[config.mk]
export PLATFORM = sky130hd
export DESIGN_NAME = xo32_osc_ctrl
export DESIGN_NICKNAME = d
export VERILOG_FILES = /design/src/xo32_startup_timer.sv /design/src/xo32_osc_ctrl.sv
export SDC_FILE = /design/constraint.sdc
export NUM_CORES = 1
export LEC_CHECK = 0
export ABC_AREA = 1
export BUFFER_PORTS_ARGS = -buffer_cell sky130_fd_sc_hd__buf_2
export CAP_MARGIN = 20
export CORE_AREA = 8 8 94 104
export DETAILED_ROUTE_END_ITERATION = 16
export DIE_AREA = 0 0 102 112
export PLACE_DENSITY = 0.68
export SLEW_MARGIN = 15
export SYNTH_ARGS = -nofsm -noshare
export SYNTH_HDL_FRONTEND = slang
export SYNTH_SLANG_ARGS = --single-unit
[constraint.sdc]
create_clock -name clk_sys -period 6.9 [get_ports clk_sys]
set_clock_uncertainty 0.05 [all_clocks]
set_input_delay 1.38 -clock clk_sys [delete_from_list [all_inputs] [get_ports clk_sys]]
set_output_delay 1.38 -clock clk_sys [all_outputs]
set_load 0.005 [all_outputs]
[src/xo32_startup_timer.sv]
// shared constants for the 32 kHz crystal oscillator control, and its start-up timer
// assumes the ulp and crystal edge strobes are already synchronised one-cycle pulses
package xo32_pkg;
    // register byte offsets
    localparam logic [7:0]  XO32_OFS_CTRL    = 8'h00;
    localparam logic [7:0]  XO32_OFS_STATUS  = 8'h04;
    // control field positions
    localparam int          XO32_B_ENABLE    = 1;
    localparam int          XO32_B_XTAL      = 2;
    localparam int          XO32_B_OUT_32KHZ_ENABLE     = 3;
    localparam int          XO32_B_OUT_1KHZ_ENABLE      = 4;
    localparam int          XO32_B_STBY      = 6;
    localparam int          XO32_B_ONDEM     = 7;
    localparam int          XO32_B_SU_LO     = 8;
    localparam int          XO32_B_SU_HI     = 10;
    // status field positions
    localparam int          XO32_B_READY     = 0;
    localparam int          XO32_B_RUN       = 1;
    localparam int          XO32_B_REQ       = 2;
    // control reset value: everything off, start-up code 0x0
    localparam logic [31:0] XO32_CTRL_RST    = 32'h0000_0000;
    localparam logic [31:0] XO32_CTRL_MASK   = 32'h0000_07DE;
    // start-up codes and reference-oscillator counts
    localparam logic [2:0]  XO32_SU_2S       = 3'h4;
    localparam logic [2:0]  XO32_SU_4S       = 3'h5;
    localparam logic [2:0]  XO32_SU_8S       = 3'h6;
    localparam int          XO32_CNT_W       = 19;
    localparam logic [18:0] XO32_CNT_MIN     = 19'h0_0001;
    localparam logic [1:0]  XO32_XO_CYCLES   = 2'h3;
    // 1 kHz output: toggle every 16 crystal edges, 32 edges a period
    localparam logic [3:0]  XO32_DIV_LAST    = 4'hF;
    localparam int          XO32_NREQ        = 8;
    localparam logic [1:0]  XO32_HTRANS_NSEQ = 2'h2;
    localparam logic [2:0]  XO32_HSIZE_WORD  = 3'h2;
endpackage : xo32_pkg

`timescale 1ns/1ps

module xo32_startup_timer
    import xo32_pkg::*;
(
    // clock and reset
    input  wire logic                  clk_sys,
    input  wire logic                  rst,
    // control
    input  wire logic                  run,
    input  wire logic [XO32_CNT_W-1:0] limit,
    input  wire logic                  ulp_edge,
    input  wire logic                  xo_edge,
    // status
    output logic                       ready
);
    typedef enum logic [1:0] {XO32_T_IDLE, XO32_T_ULP, XO32_T_XO, XO32_T_DONE} xo32_tstate_e;

    xo32_tstate_e            state_reg;
    logic [XO32_CNT_W-1:0]   ulp_cnt_reg;
    logic [1:0]              xo_cnt_reg;

    // dropping run returns to idle so every start counts from zero
    always_ff @(posedge clk_sys or posedge rst) begin
        if (rst) begin
            state_reg   <= XO32_T_IDLE;
            ulp_cnt_reg <= '0;
            xo_cnt_reg  <= '0;
        end else if (!run) begin
            state_reg   <= XO32_T_IDLE;                            // [RQ11]
            ulp_cnt_reg <= '0;
            xo_cnt_reg  <= '0;
        end else begin
            case (state_reg)
                XO32_T_IDLE: begin
                    state_reg <= XO32_T_ULP;
                end
                XO32_T_ULP: begin
                    if (ulp_edge) begin
                        ulp_cnt_reg <= ulp_cnt_reg + 1'b1;         // [RQ5]
                        if (ulp_cnt_reg + 1'b1 >= limit) begin
                            state_reg <= XO32_T_XO;
                        end
                    end
                end
                XO32_T_XO: begin
                    if (xo_edge) begin
                        xo_cnt_reg <= xo_cnt_reg + 1'b1;           // [RQ5]
                        if (xo_cnt_reg + 1'b1 == XO32_XO_CYCLES) begin
                            state_reg <= XO32_T_DONE;
                        end
                    end
                end
                XO32_T_DONE: begin
                    state_reg <= XO32_T_DONE;
                end
                default: begin
                    state_reg <= XO32_T_IDLE;
                end
            endcase
        end
    end

    assign ready = (state_reg == XO32_T_DONE);
endmodule : xo32_startup_timer

[src/xo32_osc_ctrl.sv]
// 32 kHz crystal oscillator control: run gating, start-up timing, outputs, pad mode
// assumes an ahb-lite master on clk_sys; reference and crystal clocks arrive as pins
// Functional notes
// [RQ1] on-demand set: oscillator runs only while some peripheral requests it
// [RQ2] on-demand clear: oscillator runs continuously while enabled, requests ignored
// [RQ3] on-demand gating keeps working in standby just as in active mode
// [RQ4] start-up code 4/5/6 selects 65536/131072/262144 reference cycles; 7 reserved
// [RQ5] start-up counts reference cycles then three crystal cycles before ready
// [RQ6] 1 kHz output driven only while its enable is set
// [RQ7] 32 kHz output driven only while its enable is set
// [RQ8] crystal mode clear: external clock in, out pad released; set: crystal
// [RQ9] enable clear stops oscillator; set lets it run, subject to on-demand
// [RQ10] standby run with on-demand decides whether oscillator runs in standby
// [RQ11] disabled oscillator ignores requests; start-up count restarts on each start
//
// The AHB-Lite interface to the registers and the register addresses were chosen for this implementation.
`timescale 1ns/1ps

module xo32_osc_ctrl
    import xo32_pkg::*;
#(
    parameter logic [18:0] P_CNT_2S = 19'd65536,
    parameter logic [18:0] P_CNT_4S = 19'd131072,
    parameter logic [18:0] P_CNT_8S = 19'd262144
) (
    // clock and reset
    input  wire logic                  clk_sys,
    input  wire logic                  rst,
    // ahb-lite slave
    input  wire logic                  hsel,
    input  wire logic [31:0]           haddr,
    input  wire logic [1:0]            htrans,
    input  wire logic                  hwrite,
    input  wire logic [2:0]            hsize,
    input  wire logic [31:0]           hwdata,
    input  wire logic                  hready,
    output logic [31:0]                hrdata,
    output logic                       hreadyout,
    output logic                       hresp,
    // peripheral clock requests and sleep state
    input  wire logic [XO32_NREQ-1:0]  clk_req,
    input  wire logic                  standby,
    // oscillator clocks, both asynchronous pins
    input  wire logic                  ulp_reference_osc,
    input  wire logic                  crystal_32k_osc,
    // oscillator and pad control
    output logic                       osc_run,
    output logic                       osc_ready,
    output logic                       crystal_in_pad_xtal,
    output logic                       crystal_out_pad_xtal,
    output logic                       crystal_out_pad_release,
    // clock outputs
    output logic                       clk_32khz_out,
    output logic                       clk_1khz_out,
    output logic                       out_32khz_active,
    output logic                       out_1khz_active
);
    // control register fields
    logic [31:0]            ctrl_reg;
    logic                   osc_enable;
    logic                   crystal_mode_select;
    logic                   out_32khz_enable;
    logic                   out_1khz_enable;
    logic                   standby_run;
    logic                   on_demand_gate;
    logic [2:0]             startup_sel;

    // bus data-phase capture
    logic                   wr_pend_reg;
    logic                   rd_pend_reg;
    logic [7:0]             addr_reg;
    logic                   addr_ok;

    // run gating
    logic                   req_any;
    logic                   run_next;
    logic                   osc_run_reg;

    // synchronisers and edge strobes
    logic [1:0]             ulp_sync_reg;
    logic                   ulp_last_reg;
    logic [1:0]             xo_sync_reg;
    logic                   xo_last_reg;
    logic                   ulp_edge;
    logic                   xo_edge;

    // start-up timer
    logic [XO32_CNT_W-1:0]  su_limit;
    logic                   timer_ready;

    // clock outputs
    logic [3:0]             div_cnt_reg;
    logic                   clk_1k_raw_reg;
    logic                   clk_32k_reg;
    logic                   clk_1k_reg;

    function automatic logic [XO32_CNT_W-1:0] su_count(input logic [2:0] code);
        logic [XO32_CNT_W-1:0] cnt;
        cnt = XO32_CNT_MIN;
        case (code)
            XO32_SU_2S: cnt = P_CNT_2S;
            XO32_SU_4S: cnt = P_CNT_4S;
            // reserved code keeps the longest delay rather than a short one
            default:    cnt = (code >= XO32_SU_8S) ? P_CNT_8S : XO32_CNT_MIN;
        endcase
        return cnt;
    endfunction : su_count

    function automatic logic reg_hit(input logic [7:0] a);
        return (a == XO32_OFS_CTRL) || (a == XO32_OFS_STATUS);
    endfunction : reg_hit

    assign osc_enable          = ctrl_reg[XO32_B_ENABLE];
    assign crystal_mode_select = ctrl_reg[XO32_B_XTAL];
    assign out_32khz_enable    = ctrl_reg[XO32_B_OUT_32KHZ_ENABLE];
    assign out_1khz_enable     = ctrl_reg[XO32_B_OUT_1KHZ_ENABLE];
    assign standby_run         = ctrl_reg[XO32_B_STBY];
    assign on_demand_gate      = ctrl_reg[XO32_B_ONDEM];
    assign startup_sel         = ctrl_reg[XO32_B_SU_HI:XO32_B_SU_LO];

    // bus: zero wait states, always OKAY
    assign hreadyout = 1'b1;
    assign hresp     = 1'b0;
    assign addr_ok   = reg_hit(addr_reg);

    always_ff @(posedge clk_sys or posedge rst) begin
        if (rst) begin
            wr_pend_reg <= 1'b0;
            rd_pend_reg <= 1'b0;
            addr_reg    <= 8'h00;
        end else if (hready) begin
            wr_pend_reg <= hsel && (htrans == XO32_HTRANS_NSEQ) && hwrite
                           && (hsize == XO32_HSIZE_WORD);
            rd_pend_reg <= hsel && (htrans == XO32_HTRANS_NSEQ) && !hwrite;
            addr_reg    <= haddr[7:0];
        end
    end

    // writes to unmapped or read-only words are dropped
    always_ff @(posedge clk_sys or posedge rst) begin
        if (rst) begin
            ctrl_reg <= XO32_CTRL_RST;
        end else if (wr_pend_reg && addr_reg == XO32_OFS_CTRL) begin
            ctrl_reg <= hwdata & XO32_CTRL_MASK;
        end
    end

    // read data comes out of a register during the data phase
    always_ff @(posedge clk_sys or posedge rst) begin
        if (rst) begin
            hrdata <= 32'h0000_0000;
        end else if (hready && hsel && (htrans == XO32_HTRANS_NSEQ) && !hwrite) begin
            case (haddr[7:0])
                XO32_OFS_CTRL:   hrdata <= ctrl_reg;
                XO32_OFS_STATUS: begin
                    hrdata                <= 32'h0000_0000;
                    hrdata[XO32_B_READY]  <= timer_ready;
                    hrdata[XO32_B_RUN]    <= osc_run_reg;
                    hrdata[XO32_B_REQ]    <= req_any;
                end
                default:         hrdata <= 32'h0000_0000;
            endcase
        end
    end

    // run decision; standby without standby_run parks the oscillator
    assign req_any = |clk_req;

    always_comb begin
        run_next = 1'b0;
        if (osc_enable) begin                                      // [RQ9] [RQ11]
            if (on_demand_gate) begin
                run_next = req_any && (!standby || standby_run);   // [RQ1] [RQ3] [RQ10]
            end else begin
                run_next = !standby || standby_run;                // [RQ2] [RQ10]
            end
        end
    end

    always_ff @(posedge clk_sys or posedge rst) begin
        if (rst) begin
            osc_run_reg <= 1'b0;
        end else begin
            osc_run_reg <= run_next;
        end
    end

    assign osc_run = osc_run_reg;

    // pad wiring follows crystal mode, registered one clock later
    always_ff @(posedge clk_sys or posedge rst) begin
        if (rst) begin
            crystal_in_pad_xtal     <= 1'b0;
            crystal_out_pad_xtal    <= 1'b0;
            crystal_out_pad_release <= 1'b1;
        end else begin
            crystal_in_pad_xtal     <= crystal_mode_select;        // [RQ8]
            crystal_out_pad_xtal    <= crystal_mode_select;        // [RQ8]
            crystal_out_pad_release <= !crystal_mode_select;       // [RQ8]
        end
    end

    // two flip-flops before any logic reads the oscillator pins
    always_ff @(posedge clk_sys or posedge rst) begin
        if (rst) begin
            ulp_sync_reg <= 2'b00;
            ulp_last_reg <= 1'b0;
        end else begin
            ulp_sync_reg <= {ulp_sync_reg[0], ulp_reference_osc};
            ulp_last_reg <= ulp_sync_reg[1];
        end
    end

    always_ff @(posedge clk_sys or posedge rst) begin
        if (rst) begin
            xo_sync_reg <= 2'b00;
            xo_last_reg <= 1'b0;
        end else begin
            xo_sync_reg <= {xo_sync_reg[0], crystal_32k_osc};
            xo_last_reg <= xo_sync_reg[1];
        end
    end

    assign ulp_edge = ulp_sync_reg[1] && !ulp_last_reg;
    assign xo_edge  = xo_sync_reg[1] && !xo_last_reg;
    assign su_limit = su_count(startup_sel);                       // [RQ4]

    xo32_startup_timer u_timer (
        .clk_sys  (clk_sys),
        .rst      (rst),
        .run      (osc_run_reg),
        .limit    (su_limit),
        .ulp_edge (ulp_edge),
        .xo_edge  (xo_edge),
        .ready    (timer_ready)
    );

    assign osc_ready = timer_ready;

    // 1 kHz divider counts crystal edges only once the oscillator is ready
    always_ff @(posedge clk_sys or posedge rst) begin
        if (rst) begin
            div_cnt_reg    <= 4'h0;
            clk_1k_raw_reg <= 1'b0;
        end else if (!timer_ready) begin
            div_cnt_reg    <= 4'h0;
            clk_1k_raw_reg <= 1'b0;
        end else if (xo_edge) begin
            div_cnt_reg <= div_cnt_reg + 4'h1;
            if (div_cnt_reg == XO32_DIV_LAST) begin
                clk_1k_raw_reg <= !clk_1k_raw_reg;
            end
        end
    end

    // the 32 kHz copy is a resampled image, good for timing, not for edge-accurate use
    always_ff @(posedge clk_sys or posedge rst) begin
        if (rst) begin
            clk_32k_reg <= 1'b0;
            clk_1k_reg  <= 1'b0;
        end else begin
            clk_32k_reg <= xo_sync_reg[1] && timer_ready && out_32khz_enable; // [RQ7]
            clk_1k_reg  <= clk_1k_raw_reg && timer_ready && out_1khz_enable;  // [RQ6]
        end
    end

    always_ff @(posedge clk_sys or posedge rst) begin
        if (rst) begin
            out_32khz_active <= 1'b0;
            out_1khz_active  <= 1'b0;
        end else begin
            out_32khz_active <= out_32khz_enable && timer_ready;  // [RQ7]
            out_1khz_active  <= out_1khz_enable && timer_ready;   // [RQ6]
        end
    end

    assign clk_32khz_out = clk_32k_reg;
    assign clk_1khz_out  = clk_1k_reg;
endmodule : xo32_osc_ctrl

==> impl_summary.log, run 1 <==
INFO  metric outcome = finished clean
INFO  metric setup.worst_path.class = flip-flop to flip-flop
INFO  metric path_max_fanout = 10
INFO  metric max_slew.worst_pin.slew = between 0.8 and 0.9 ns
INFO  metric worstRegToRegCells = 18
INFO  metric final_max_slew_viol_count = 0
INFO  metric pre_cts_setup_slack = 3.70 ns
INFO  metric synth-seq-area-share = between 40% and 50%
INFO  metric synthesis.yosys.warnings = 0
INFO  metric net-switching-power = roughly 0.21 mW
INFO  metric grt_antenna_before_repair = 0
INFO  metric switching_share = approximately a quarter
INFO  metric gpl.final_weighted_congestion = 0.806
INFO  metric die-area = 0.0114 mm2
INFO  metric pwr-share-seq = between 40% and 50%
INFO  metric chipWidth = 102 um
INFO  metric min-delay-path-class = flip-flop to flip-flop
INFO  metric post-route-util = 49.5%
INFO  metric final_hold_viol_count = 0
INFO  metric post-route-period-util = 46.4%
INFO  metric dpl-instance-area = 0.00382 mm2
INFO  metric ctsHoldBuffers = 0
INFO  metric timing.critical_path.required = ~7 ns
INFO  metric yosys.cell_types.count = 28
INFO  metric unrepaired_setup_endpoints_after_global_routing = no
INFO  metric post_cts_resize_count = 0
INFO  metric vias_per_cell = 4.80
INFO  metric totalPowerFinal = 0.863 mW
INFO  metric pwr_density_cell = 214 mW/mm2
INFO  metric worstSkewPairLatency = 0.34 ns
INFO  metric clockBufferDepth = 2
INFO  metric startpoint_type = flip-flop
INFO  metric setup.worst_path.start = u_timer.ulp_cnt_reg[0]$_DFFE_PP0P_
INFO  metric die_height = 112 um
INFO  metric route.antenna.remaining_nets = 0
INFO  metric grt-ovfl-total = 0
INFO  metric irDropWorstVdd = 0.000141 V
INFO  metric hold_ws = 0.306 ns
INFO  metric timing.rr.start = u_timer.ulp_cnt_reg[0]$_DFFE_PP0P_
INFO  metric placed_cells_incl_taps = 565
INFO  metric core = 0.00815 mm2
INFO  metric std_cell_rows = 35
INFO  metric synthesis.area = approximately 0.0035 mm2
INFO  metric final_layout_size_suffix_gt1_share = 21.3%
INFO  metric n_antenna_cell = 0
INFO  metric avgRoutedWirePerCell = 13.0 um
INFO  metric cts-htree-levels = 3
INFO  metric grt_usage = 13.9%
INFO  metric power_frac_clock = 41.0%
INFO  metric port_bufs = 56
INFO  metric worstSetupEndpoint = u_timer.state_reg[1]$_DFFE_PP0P_
INFO  metric power.static_leakage = 2.07 nW
INFO  metric p_comb_share = 9.1%
INFO  metric grt_max_degree = 70
INFO  metric nets = 557
INFO  metric detailroute.via_count = 2785
INFO  metric yosys_reg_bits = 69
INFO  metric rr_endpoint = u_timer.state_reg[1]$_DFFE_PP0P_
INFO  metric report.final.setup_viol = 0
INFO  metric place_hpwl = roughly 5.8 mm
INFO  metric wire_length_of_the_first_global_routing_pass = 12.8 mm
INFO  metric grt_pass1_vias = 2860
INFO  metric timing.setup.tns = 0 ns
INFO  metric initial_utilization = 43.1%
INFO  metric cts_tree = built
INFO  metric crit_arrival = about 3.4 ns
INFO  metric routed_wirelength = 7.53 mm
INFO  metric layout_common_cells = sky130_fd_sc_hd__nand2_1, sky130_fd_sc_hd__dfrtp_1, sky130_fd_sc_hd__buf_2, sky130_fd_sc_hd__inv_1, sky130_fd_sc_hd__nand3_1
INFO  metric flop_to_flop_setup_slack = 3.70 ns
INFO  metric drt_iter0_markers = 177
INFO  metric clock-sinks = 69
INFO  metric nFillCells = 793
INFO  metric p_int = around 0.65 mW
INFO  metric cts-root-buf = sky130_fd_sc_hd__clkbuf_8
INFO  metric max_frequency = roughly 310 MHz
INFO  metric instances_no_fill = 580
INFO  metric post_cts_buffers = 0
INFO  metric largest_register_ffs = 19
INFO  metric final_common_cell = sky130_fd_sc_hd__nand2_1
INFO  metric numCtsBuffers = 9
INFO  metric drv_cap = 0
INFO  metric layout-area-overhead-vs-synth = 14.8%
INFO  metric period_minus_slack = 3.20 ns
INFO  metric final.setup.worst_slack = 3.70 ns
INFO  metric drc_errors = 0
INFO  metric synthCells = 404
INFO  metric critPathCaptureType = flip-flop
INFO  metric worst_slew_margin_rel = 41.0%
INFO  metric ios = 128
INFO  metric firstDrtPassIters = 4
INFO  metric area_of_all_placed_cells_without_fillers = 0.00403 mm2
INFO  metric avg_inst_size_synth = between 8 and 9 um2
INFO  metric clk_transition_reported_paths = 0.08 ns
==> cells in the mapped netlist <==
library cell,instances,area [um2]
sky130_fd_sc_hd__ha_1,7,87.6
sky130_fd_sc_hd__inv_2,2,7.51
sky130_fd_sc_hd__o21ai_0,24,120
sky130_fd_sc_hd__o22ai_1,13,81.3
sky130_fd_sc_hd__nand2_2,1,6.26
sky130_fd_sc_hd__a31oi_1,1,6.26
sky130_fd_sc_hd__conb_1,2,7.51
sky130_fd_sc_hd__nand3_1,30,150
sky130_fd_sc_hd__nor2_8,1,20.0
sky130_fd_sc_hd__nor3b_1,1,7.51
sky130_fd_sc_hd__nor2_1,25,93.8
sky130_fd_sc_hd__clkbuf_1,4,15.0
sky130_fd_sc_hd__dfrtp_1,68,1700
sky130_fd_sc_hd__nor3_1,4,20.0
sky130_fd_sc_hd__dfstp_2,1,26.3
sky130_fd_sc_hd__a21oi_1,8,40.0
sky130_fd_sc_hd__xor2_1,5,43.8
sky130_fd_sc_hd__nor2_4,3,33.8
sky130_fd_sc_hd__nand2_1,90,338
sky130_fd_sc_hd__nand4_1,6,37.5
sky130_fd_sc_hd__mux2_2,16,180
sky130_fd_sc_hd__a221oi_1,1,8.76
sky130_fd_sc_hd__inv_1,53,199
sky130_fd_sc_hd__or2_2,1,6.26
sky130_fd_sc_hd__nor4_1,9,56.3
sky130_fd_sc_hd__buf_4,25,188
sky130_fd_sc_hd__o31ai_1,1,7.51
sky130_fd_sc_hd__nand2_4,2,22.5
==> final cells by class <==
class	count	area (um2)	share of cell area, %
clock buffers	9	124	3.07
clock inverters	6	88.8	2.20
inverters	55	206	5.12
multi-input cells	273	1460	36.2
flip-flops and latches	69	1730	42.9
well taps	111	139	3.45
repair buffers	57	288	7.14
==> worst min path at each step <==
stage                     cells past startpoint                      start                         to  slack (ns)
final                                         0   xo_sync_reg[0]$_DFF_PP0_   xo_sync_reg[1]$_DFF_PP0_        0.31
after global routing                          0   xo_sync_reg[0]$_DFF_PP0_   xo_sync_reg[1]$_DFF_PP0_        0.32
after detailed placement                      0   xo_sync_reg[0]$_DFF_PP0_   xo_sync_reg[1]$_DFF_PP0_        0.29
after global placement                        0  ulp_sync_reg[0]$_DFF_PP0_  ulp_sync_reg[1]$_DFF_PP0_        0.29
after floorplan                               0  ulp_sync_reg[0]$_DFF_PP0_  ulp_sync_reg[1]$_DFF_PP0_        0.28
after CTS                                     0   xo_sync_reg[0]$_DFF_PP0_   xo_sync_reg[1]$_DFF_PP0_        0.31
==> kinds of logic after synthesis <==
family                     count (synthesis)  synth area share, %
other                                      2                0.214
adders and majority gates                  7                 2.49
muxes                                     16                 5.13
DFF                                       69                 49.2
AOI/OAI and AO/OA                         48                 7.52
buffers and inverters                     84                 11.6
and+or+nand+nor                          173                 22.6
xor gates and xnor gates                   5                 1.25
==> power by group through the flow <==
stage          registers (mW)  logic (mW)  clock network (mW)
3_5_place_dp            0.439      0.0792                   0
2_1_floorplan           0.436      0.0622                   0
4_1_cts                 0.431      0.0796               0.362
3_3_place_gp            0.438      0.0776                   0
6_report                0.431      0.0784               0.354
5_1_grt                 0.433      0.0915               0.380
==> metal layers <==
metal	routed length, um	part of all wire (%)	global-route usage (%)
met3	446	5.9	3.81
met1	3200	42	15.6
met5	0	0	0
met4	164	2.2	6.86
met2	3720	49	23.4
==> worst max-delay path: stages (launching register included) <==
cell                      delay (ns)
sky130_fd_sc_hd__dfrtp_1        0.42
sky130_fd_sc_hd__ha_1           0.21
sky130_fd_sc_hd__nand3_1        0.19
sky130_fd_sc_hd__inv_2          0.20
sky130_fd_sc_hd__nand3_1        0.12
sky130_fd_sc_hd__nor4_1         0.26
sky130_fd_sc_hd__xor2_1         0.23
sky130_fd_sc_hd__inv_1          0.06
sky130_fd_sc_hd__ha_1           0.32
sky130_fd_sc_hd__a21oi_1        0.20
sky130_fd_sc_hd__nand3_1        0.10
sky130_fd_sc_hd__nor2_1         0.11
sky130_fd_sc_hd__nand2_1        0.06
sky130_fd_sc_hd__nor2_1         0.09
sky130_fd_sc_hd__nand2_1        0.06
sky130_fd_sc_hd__nor2_1         0.13
sky130_fd_sc_hd__nand3_1        0.13
sky130_fd_sc_hd__nand3_1        0.09
sky130_fd_sc_hd__a21oi_1        0.06
No activity file was read; power rests on OpenSTA's default activity.
==> inputs of run 2 (changes only) <==
==> constraint.sdc (replaced) <==
create_clock -name clk_sys -period 3.1 [get_ports clk_sys]
set_clock_uncertainty 0.05 [all_clocks]
set_input_delay 0.62 -clock clk_sys [delete_from_list [all_inputs] [get_ports clk_sys]]
set_output_delay 0.62 -clock clk_sys [all_outputs]
set_load 0.005 [all_outputs]
==> impl_summary.log, run 2 (synthesis gave the netlist of run 1 again) <==
INFO  metric routed_wirelength = 7.68 mm (was 7.53 mm)
INFO  metric n_antenna_cell = 0 (unchanged)
INFO  metric worst_path_dominant_cell_family = simple AND/OR/NAND/NOR gates (unchanged)
INFO  metric timing.setup.tns = 0 ns (unchanged)
INFO  metric seq_area = 0.00173 mm2 (about the same)
INFO  metric final_hold_viol_count = 0 (unchanged)
INFO  metric grt_pass1_vias = 2796 (was 2860)
INFO  metric timing.critical_path.required = 3.28 ns (was 7.07 ns)
INFO  metric layout_common_cells = sky130_fd_sc_hd__nand2_1, sky130_fd_sc_hd__dfrtp_1, sky130_fd_sc_hd__buf_2, sky130_fd_sc_hd__inv_1, sky130_fd_sc_hd__nand3_1 (unchanged)
INFO  metric grt_max_degree = 40 (was 70)
INFO  metric avgRoutedWirePerCell = 13.1 um (was 13.0 um)
INFO  metric layout-area-overhead-vs-synth = 17.2% (was 14.8%)
INFO  metric core = 0.00815 mm2 (unchanged)
INFO  metric switching_share = 26.1% (was 24.5%)
INFO  metric initial_utilization = 43.1% (unchanged)
INFO  metric crit_arrival = 3.03 ns (was 3.37 ns)
INFO  metric pwr-share-seq = 51.8% (was 49.9%)
INFO  metric clockBufferDepth = 2 (unchanged)
INFO  metric clock-sinks = 69 (unchanged)
INFO  metric vias_per_cell = 4.88 (was 4.80)
INFO  metric irDropWorstVdd = 0.000293 V (was 0.000141 V)
INFO  metric pwr_density_cell = 452 mW/mm2 (was 214 mW/mm2)
INFO  metric critical_path.n_buffers_inverters = 1 (was 2)
INFO  metric p_comb_share = 10.0% (was 9.1%)
INFO  metric drv_cap = 0 (unchanged)
INFO  metric net-switching-power = 0.485 mW (was 0.211 mW)
INFO  metric cts-root-buf = sky130_fd_sc_hd__clkbuf_8 (unchanged)
INFO  metric pre_cts_setup_slack = 0.128 ns (was 3.70 ns)
INFO  metric path_max_fanout = 5 (was 10)
INFO  metric max_slew.worst_pin.slew = 0.654 ns (was 0.885 ns)
INFO  metric final_common_cell = sky130_fd_sc_hd__nand2_1 (unchanged)
INFO  metric cts_tree = built (unchanged)
INFO  metric place_hpwl = 5.86 mm (was 5.81 mm)
INFO  metric port_bufs = 56 (unchanged)
INFO  metric firstDrtPassIters = 4 (unchanged)
INFO  metric chipWidth = 102 um (unchanged)
INFO  metric gpl.final_weighted_congestion = 0.810 (was 0.806)
INFO  metric route.antenna.remaining_nets = 0 (unchanged)
INFO  metric final_max_slew_viol_count = 0 (unchanged)
INFO  metric die-area = 0.0114 mm2 (unchanged)
INFO  metric detailroute.via_count = 2852 (was 2785)
INFO  metric clk_transition_reported_paths = 0.08 ns (about the same)
INFO  metric std_cell_rows = 35 (unchanged)
INFO  metric max_frequency = 351 MHz (was 313 MHz)
INFO  metric hold_ws = 0.305 ns (was 0.306 ns)
INFO  metric grt-ovfl-total = 0 (unchanged)
INFO  metric crit_slowest_cell = sky130_fd_sc_hd__dfrtp_1 (unchanged)
INFO  metric worst_slew_margin_rel = 56.4% (was 41.0%)
INFO  metric power.static_leakage = 2.08 nW (was 2.07 nW)
INFO  metric largest_register_ffs = 19 (unchanged)
INFO  metric path_common_cell = sky130_fd_sc_hd__nand3_1 (unchanged)
INFO  metric multi_input_area = 0.00151 mm2 (was 0.00146 mm2)
INFO  metric critPathCaptureType = flip-flop (unchanged)
INFO  metric die_height = 112 um (unchanged)
INFO  metric totalPowerFinal = 1.86 mW (was 0.863 mW)
INFO  metric cts-htree-levels = 3 (unchanged)
INFO  metric outcome = finished clean (unchanged)
INFO  metric nets = 562 (was 557)
INFO  metric worstPathCellList = nand2_2, nor2_4, nand2_4, nor2_8, nand2_4, nor3_2, xor2_1, inv_1, ha_1, nand3_1, nand3_1, nor2_1, nand2_1, nor2_1, nand2_1, nor2_2, nand3_2, nand3_1, a21oi_1 (was ha_1, nand3_1, inv_2, nand3_1, nor4_1, xor2_1, inv_1, ha_1, a21oi_1, nand3_1, nor2_1, nand2_1, nor2_1, nand2_1, nor2_1, nand3_1, nand3_1, a21oi_1)
INFO  metric drc_errors = 0 (unchanged)
INFO  metric grt_usage = 14.0% (was 13.9%)
INFO  metric final.setup.worst_slack = 0.251 ns (was 3.70 ns)
INFO  metric wire_length_of_the_first_global_routing_pass = 12.7 mm (was 12.8 mm)
INFO  metric startpoint_type = flip-flop (unchanged)
INFO  metric p_int = 1.38 mW (was 0.652 mW)
INFO  metric min-delay-path-class = input port to asynchronous set/reset pin (was flip-flop to flip-flop)
INFO  metric report.final.setup_viol = 0 (unchanged)
INFO  metric ios = 128 (unchanged)
INFO  metric period_minus_slack = 2.85 ns (was 3.20 ns)
INFO  metric setup.worst_path.class = flip-flop to flip-flop (unchanged)
INFO  metric worstSkewPairLatency = 0.35 ns (was 0.34 ns)
INFO  metric final_layout_size_suffix_gt1_share = 24.3% (was 21.3%)
INFO  metric post-route-period-util = 91.9% (was 46.4%)
INFO  metric nFillCells = 775 (was 793)
INFO  metric numCtsBuffers = 9 (unchanged)
INFO  metric drt_iter0_markers = 153 (was 177)
INFO  metric power_frac_clock = 38.2% (was 41.0%)
INFO  metric grt_antenna_before_repair = 0 (unchanged)
INFO  metric delay_of_the_slowest_cell_on_the_worst_path = 0.42 ns (about the same)
run 2: worst paths after layout:
check                                                         from                           endpoint  slack (ns)  cells after the start
worst min register to register           ulp_sync_reg[0]$_DFF_PP0_          ulp_sync_reg[1]$_DFF_PP0_        0.31                      0
max in group asynchronous                                      rst  crystal_out_pad_release$_DFF_PP1_        2.00                      3
worst min-delay path                                           rst  u_timer.xo_cnt_reg[1]$_DFFE_PP0P_        0.31                      2
min in group clk_sys                     ulp_sync_reg[0]$_DFF_PP0_          ulp_sync_reg[1]$_DFF_PP0_        0.31                      0
worst max register to register  u_timer.ulp_cnt_reg[4]$_DFFE_PP0P_   u_timer.state_reg[1]$_DFFE_PP0P_        0.25                     19
worst max-delay path            u_timer.ulp_cnt_reg[4]$_DFFE_PP0P_   u_timer.state_reg[1]$_DFFE_PP0P_        0.25                     19
run 2: layer usage:
layer  GRT usage (%)  vias to the layer above  part of all wire (%)
li1                -                     1401                     -
met1            16.1                     1353                    42
met2            23.4                       88                    50
met3            3.93                       10                   6.2
met4            5.98                        0                   1.4
met5               0                        -                     0
run 2: power groups by stage:
stage | sequential (mW) | combinational, mW | clock [mW]
floorplan | 0.970 | 0.138 | 0
global placement | 0.975 | 0.175 | 0
detailed placement | 0.976 | 0.178 | 0
CTS | 0.959 | 0.179 | 0.727
global route | 0.968 | 0.219 | 0.768
finish | 0.964 | 0.186 | 0.711
run 2: worst reg2reg max path, delay by kind of cell (launching register included):
family	cells	cell delay, ns
and+or+nand+nor	15	1.57
DFF	1	0.42
adders and majority gates	1	0.31
xor gates and xnor gates	1	0.22
buffers and inverters	1	0.09
AOI/OAI and AO/OA	1	0.07
run 2: area by class of cell:
type	count	share of cell area, %
multi-input cells	273	36.7
clock buffers	9	3.01
well taps	111	3.37
repair buffers	62	8.21
flip-flops and latches	69	42.0
clock inverters	6	1.58
inverters	55	5.08
run 2: through the flow:
step	instance area, um2	util (%)	std cells
global placement	3850	47.3	568
finish	4120	50.5	585
CTS	4040	49.6	583
floorplan	3590	-	426
detailed placement	3850	47.3	568
global route	4120	50.5	585
run 2: repair_timing:
item                       4_1_cts  5_1_grt
setup buffers                    0        2
resized for setup                0       12
setup endpoints to repair        0        2
hold buffers                     0        0
==> inputs of run 3 (changes only) <==
--- a/config.mk
+++ b/config.mk
@@ -8,11 +8,13 @@
 export ABC_AREA = 1
 export BUFFER_PORTS_ARGS = -buffer_cell sky130_fd_sc_hd__buf_2
 export CAP_MARGIN = 20
-export CORE_AREA = 8 8 94 104
+export CORE_AREA = 8 8 100 111
+export CTS_CLUSTER_SIZE = 40
 export DETAILED_ROUTE_END_ITERATION = 16
-export DIE_AREA = 0 0 102 112
-export PLACE_DENSITY = 0.68
+export DIE_AREA = 0 0 108 119
+export PLACE_DENSITY = 0.66
 export SLEW_MARGIN = 15
 export SYNTH_ARGS = -nofsm -noshare
 export SYNTH_HDL_FRONTEND = slang
+export SYNTH_HIERARCHICAL = 1
 export SYNTH_SLANG_ARGS = --single-unit
==> impl_summary.log, run 3 <==
INFO  metric cts_tree = built (unchanged)
INFO  metric ctsHoldBuffers = 0 (unchanged)
INFO  metric irDropWorstVdd = 0.000274 V (was 0.000293 V)
INFO  metric min-delay-path-class = flip-flop to flip-flop (was input port to asynchronous set/reset pin)
INFO  metric post-route-period-util = 89.7% (was 91.9%)
INFO  metric outcome = finished clean (unchanged)
INFO  metric grt_pass1_vias = 3246 (was 2796)
INFO  metric final_hold_viol_count = 0 (unchanged)
INFO  metric firstDrtPassIters = 4 (unchanged)
INFO  metric yosys.cell_types.count = 37 (was 28)
INFO  metric grt_max_degree = 47 (was 40)
INFO  metric post-route-util = 49.8% (was 50.5%)
INFO  metric synth.most_common_cell = sky130_fd_sc_hd__nand2_1 (unchanged)
INFO  metric synth-seq-area-share = 42.8% (was 49.2%)
INFO  metric dpl-instance-area = 0.00440 mm2 (was 0.00385 mm2)
INFO  metric totalPowerFinal = 2.23 mW (was 1.86 mW)
INFO  metric pwr_density_cell = 485 mW/mm2 (was 452 mW/mm2)
INFO  metric wire_length_of_the_first_global_routing_pass = 13.8 mm (was 12.7 mm)
INFO  metric startpoint_type = flip-flop (unchanged)
INFO  metric ios = 128 (unchanged)
INFO  metric drv_cap = 0 (unchanged)
INFO  metric synth_edf_count = 0 (unchanged)
INFO  metric nets = 697 (was 562)
INFO  metric post_cts_buffers = 0 (unchanged)
INFO  metric avgRoutedWirePerCell = 11.4 um (was 13.1 um)
INFO  metric max_frequency = 360 MHz (was 351 MHz)
INFO  metric final.setup.worst_slack = 0.321 ns (was 0.251 ns)
INFO  metric die-area = 0.0129 mm2 (was 0.0114 mm2)
INFO  metric numCtsBuffers = 9 (unchanged)
INFO  metric layout_common_cells = sky130_fd_sc_hd__nand2_1, sky130_fd_sc_hd__inv_1, sky130_fd_sc_hd__dfrtp_1, sky130_fd_sc_hd__buf_2, sky130_fd_sc_hd__conb_1 (was sky130_fd_sc_hd__nand2_1, sky130_fd_sc_hd__dfrtp_1, sky130_fd_sc_hd__buf_2, sky130_fd_sc_hd__inv_1, sky130_fd_sc_hd__nand3_1)
INFO  metric setup.worst_path.class = flip-flop to flip-flop (unchanged)
INFO  metric port_bufs = 56 (unchanged)
INFO  metric critPathCaptureType = flip-flop (unchanged)
INFO  metric power.static_leakage = 2.62 nW (was 2.08 nW)
INFO  metric period_minus_slack = 2.78 ns (was 2.85 ns)
INFO  metric clock-sinks = 69 (unchanged)
INFO  metric post_synth_most_frequent_cells = sky130_fd_sc_hd__nand2_1, sky130_fd_sc_hd__inv_1, sky130_fd_sc_hd__dfrtp_1 (was sky130_fd_sc_hd__nand2_1, sky130_fd_sc_hd__dfrtp_1, sky130_fd_sc_hd__inv_1)
INFO  metric area_of_all_placed_cells_without_fillers = 0.00459 mm2 (was 0.00412 mm2)
INFO  metric yosysTopAreaCell = sky130_fd_sc_hd__dfrtp_1 (unchanged)
INFO  metric std_cell_rows = 37 (was 35)
INFO  metric post_cts_resize_count = 0 (unchanged)
INFO  metric final_layout_size_suffix_gt1_share = 16.6% (was 24.3%)
INFO  metric gpl.final_weighted_congestion = 0.780 (was 0.810)
INFO  metric worstSkewPairLatency = 0.34 ns (was 0.35 ns)
INFO  metric chipWidth = 108 um (was 102 um)
INFO  metric crit_arrival = 2.96 ns (was 3.03 ns)
INFO  metric synthCells = 513 (was 404)
INFO  metric grt-ovfl-total = 0 (unchanged)
INFO  metric worstRegToRegCells = 21 (was 19)
INFO  metric post-synth-top-area-fraction = 42.2% (was 48.5%)
INFO  metric initial_utilization = 43.8% (was 43.1%)
INFO  metric yosys_reg_bits = 69 (unchanged)
INFO  metric drt_iter0_markers = 75 (was 153)
INFO  metric place_hpwl = 6.28 mm (was 5.86 mm)
INFO  metric worst_slew_margin_rel = 37.5% (was 56.4%)
INFO  metric clockBufferDepth = 2 (unchanged)
INFO  metric cts-htree-levels = 3 (unchanged)
INFO  metric vias_per_cell = 4.49 (was 4.88)
INFO  metric grt_antenna_before_repair = 0 (unchanged)
INFO  metric async_flop_share = 100% (unchanged)
INFO  metric timing.critical_path.required = 3.28 ns (about the same)
INFO  metric grt_usage = 13.2% (was 14.0%)
INFO  metric avg_inst_size_synth = 7.87 um2 (was 8.69 um2)
INFO  metric final_common_cell = sky130_fd_sc_hd__nand2_1 (unchanged)
INFO  metric max_slew.worst_pin.slew = 0.936 ns (was 0.654 ns)
INFO  metric synth.area.mux_share = 0% (was 5.13%)
INFO  metric post_synth_xor_area_fraction = 2.79% (was 1.25%)
INFO  metric worst_hold_path.num_cells = 0
INFO  metric routed_wirelength = 8.10 mm (was 7.68 mm)
INFO  metric core = 0.00921 mm2 (was 0.00815 mm2)
INFO  metric largest_register_ffs = 19 (unchanged)
INFO  metric timing.setup.tns = 0 ns (unchanged)
INFO  metric drc_errors = 0 (unchanged)
INFO  metric synthesis.area = 0.00404 mm2 (was 0.00351 mm2)
INFO  metric synthesis.yosys.warnings = 6 (was 0)
INFO  metric path_max_fanout = 4 (was 5)
INFO  metric primary_flip_flop_cell_chosen_by_synthesis_mapping = sky130_fd_sc_hd__dfrtp_1 (unchanged)
INFO  metric synth_top_family_by_area = simple AND/OR/NAND/NOR gates (unchanged)
INFO  metric final_max_slew_viol_count = 0 (unchanged)
INFO  metric pre_cts_setup_slack = 0.273 ns (was 0.128 ns)
INFO  metric synth-compound-area-share = 5.80% (was 7.52%)
INFO  metric unrepaired_setup_endpoints_after_global_routing = no
INFO  metric clk_transition_reported_paths = 0.06 ns (was 0.08 ns)
INFO  metric report.final.setup_viol = 0 (unchanged)
INFO  metric yosys.area_share.adder = 6.82% (was 2.49%)
INFO  metric n_antenna_cell = 0 (unchanged)
INFO  metric detailroute.via_count = 3197 (was 2852)
INFO  metric cts-root-buf = sky130_fd_sc_hd__clkbuf_8 (unchanged)
INFO  metric post_synth_and_or_nand_nor_area_fraction = 28.1% (was 22.6%)
INFO  metric route.antenna.remaining_nets = 0 (unchanged)
INFO  metric ys_top_cells_by_area = sky130_fd_sc_hd__dfrtp_1, sky130_fd_sc_hd__nand2_1, sky130_fd_sc_hd__inv_1 (unchanged)
INFO  metric die_height = 119 um (was 112 um)
INFO  metric layout-area-overhead-vs-synth = 13.7% (was 17.2%)
## run 3: cell count changes after synthesis, sizes merged, moves of 7 or more
cell / delta
nand2: +65
inv: +36
mux2: -16
ha: +15
nor2: +10
nor4: -9
o22ai: -7
## run 3: worst paths after layout
path	start	to	slack [ns]
setup / recovery	u_timer/ulp_cnt_reg[0]$_DFFE_PP0P_	u_timer/state_reg[0]$_DFFE_PP0P_	0.32
hold / removal	ulp_sync_reg[0]$_DFF_PP0_	ulp_sync_reg[1]$_DFF_PP0_	0.31
setup reg to reg	u_timer/ulp_cnt_reg[0]$_DFFE_PP0P_	u_timer/state_reg[0]$_DFFE_PP0P_	0.32
hold reg to reg	ulp_sync_reg[0]$_DFF_PP0_	ulp_sync_reg[1]$_DFF_PP0_	0.31
max in group asynchronous	rst	ulp_last_reg$_DFF_PP0_	1.95
min in group asynchronous	rst	u_timer/state_reg[1]$_DFFE_PP0P_	0.45
## run 3: power by group
part           leakage, nW  total, mW  switching (mW)  internal (mW)
sequential           0.860       1.04          0.0526          0.987
combinational         1.67      0.505           0.314          0.190
clock               0.0887      0.684           0.312          0.372
## run 3: cells by family after synthesis
kind of cell               Yosys count
DFF                                 69
and+or+nand+nor                    247
other                                2
buffers and inverters              120
xor gates and xnor gates            12
adders and majority gates           22
AOI/OAI and AO/OA                   41
## run 3: critical path, cell delays in order, from the launching register on
cell,delay (ns)
sky130_fd_sc_hd__dfrtp_1,0.37
sky130_fd_sc_hd__ha_1,0.21
sky130_fd_sc_hd__nand3_2,0.13
sky130_fd_sc_hd__nor2_4,0.14
sky130_fd_sc_hd__nand2_4,0.08
sky130_fd_sc_hd__nor2_8,0.12
sky130_fd_sc_hd__nand2_4,0.07
sky130_fd_sc_hd__nor2_2,0.16
sky130_fd_sc_hd__xor2_1,0.20
sky130_fd_sc_hd__inv_1,0.06
sky130_fd_sc_hd__ha_1,0.30
sky130_fd_sc_hd__nand2_1,0.05
sky130_fd_sc_hd__nor2_1,0.11
sky130_fd_sc_hd__nand2_1,0.07
sky130_fd_sc_hd__o21bai_1,0.13
sky130_fd_sc_hd__nor2_1,0.05
sky130_fd_sc_hd__nand2_1,0.07
sky130_fd_sc_hd__nand2_1,0.05
sky130_fd_sc_hd__nand2_1,0.09
sky130_fd_sc_hd__nand2_1,0.06
sky130_fd_sc_hd__nand2_1,0.06
sky130_fd_sc_hd__nand2_1,0.04
## run 3: cell type report
cell class | instances | area [um2]
multi-input cells | 361 | 1900
inverters | 91 | 342
well taps | 117 | 146
clock buffers | 14 | 143
clock inverters | 2 | 35.0
repair buffers | 58 | 295
flip-flops and latches | 69 | 1730
fillers | 892 | 4620
## run 3: through the flow
stage               cells  hold slack, ns
floorplan             550           0.281
global placement      695           0.282
detailed placement    695           0.287
CTS                   711           0.303
global route          712           0.316
finish                712           0.305
## run 3: routing by layer
layer | part of all wire, % | GRT usage (%)
met1 | 44 | 14.7
met2 | 49 | 22.3
met3 | 5.3 | 4.15
met4 | 1.9 | 6.26
met5 | 0 | 0
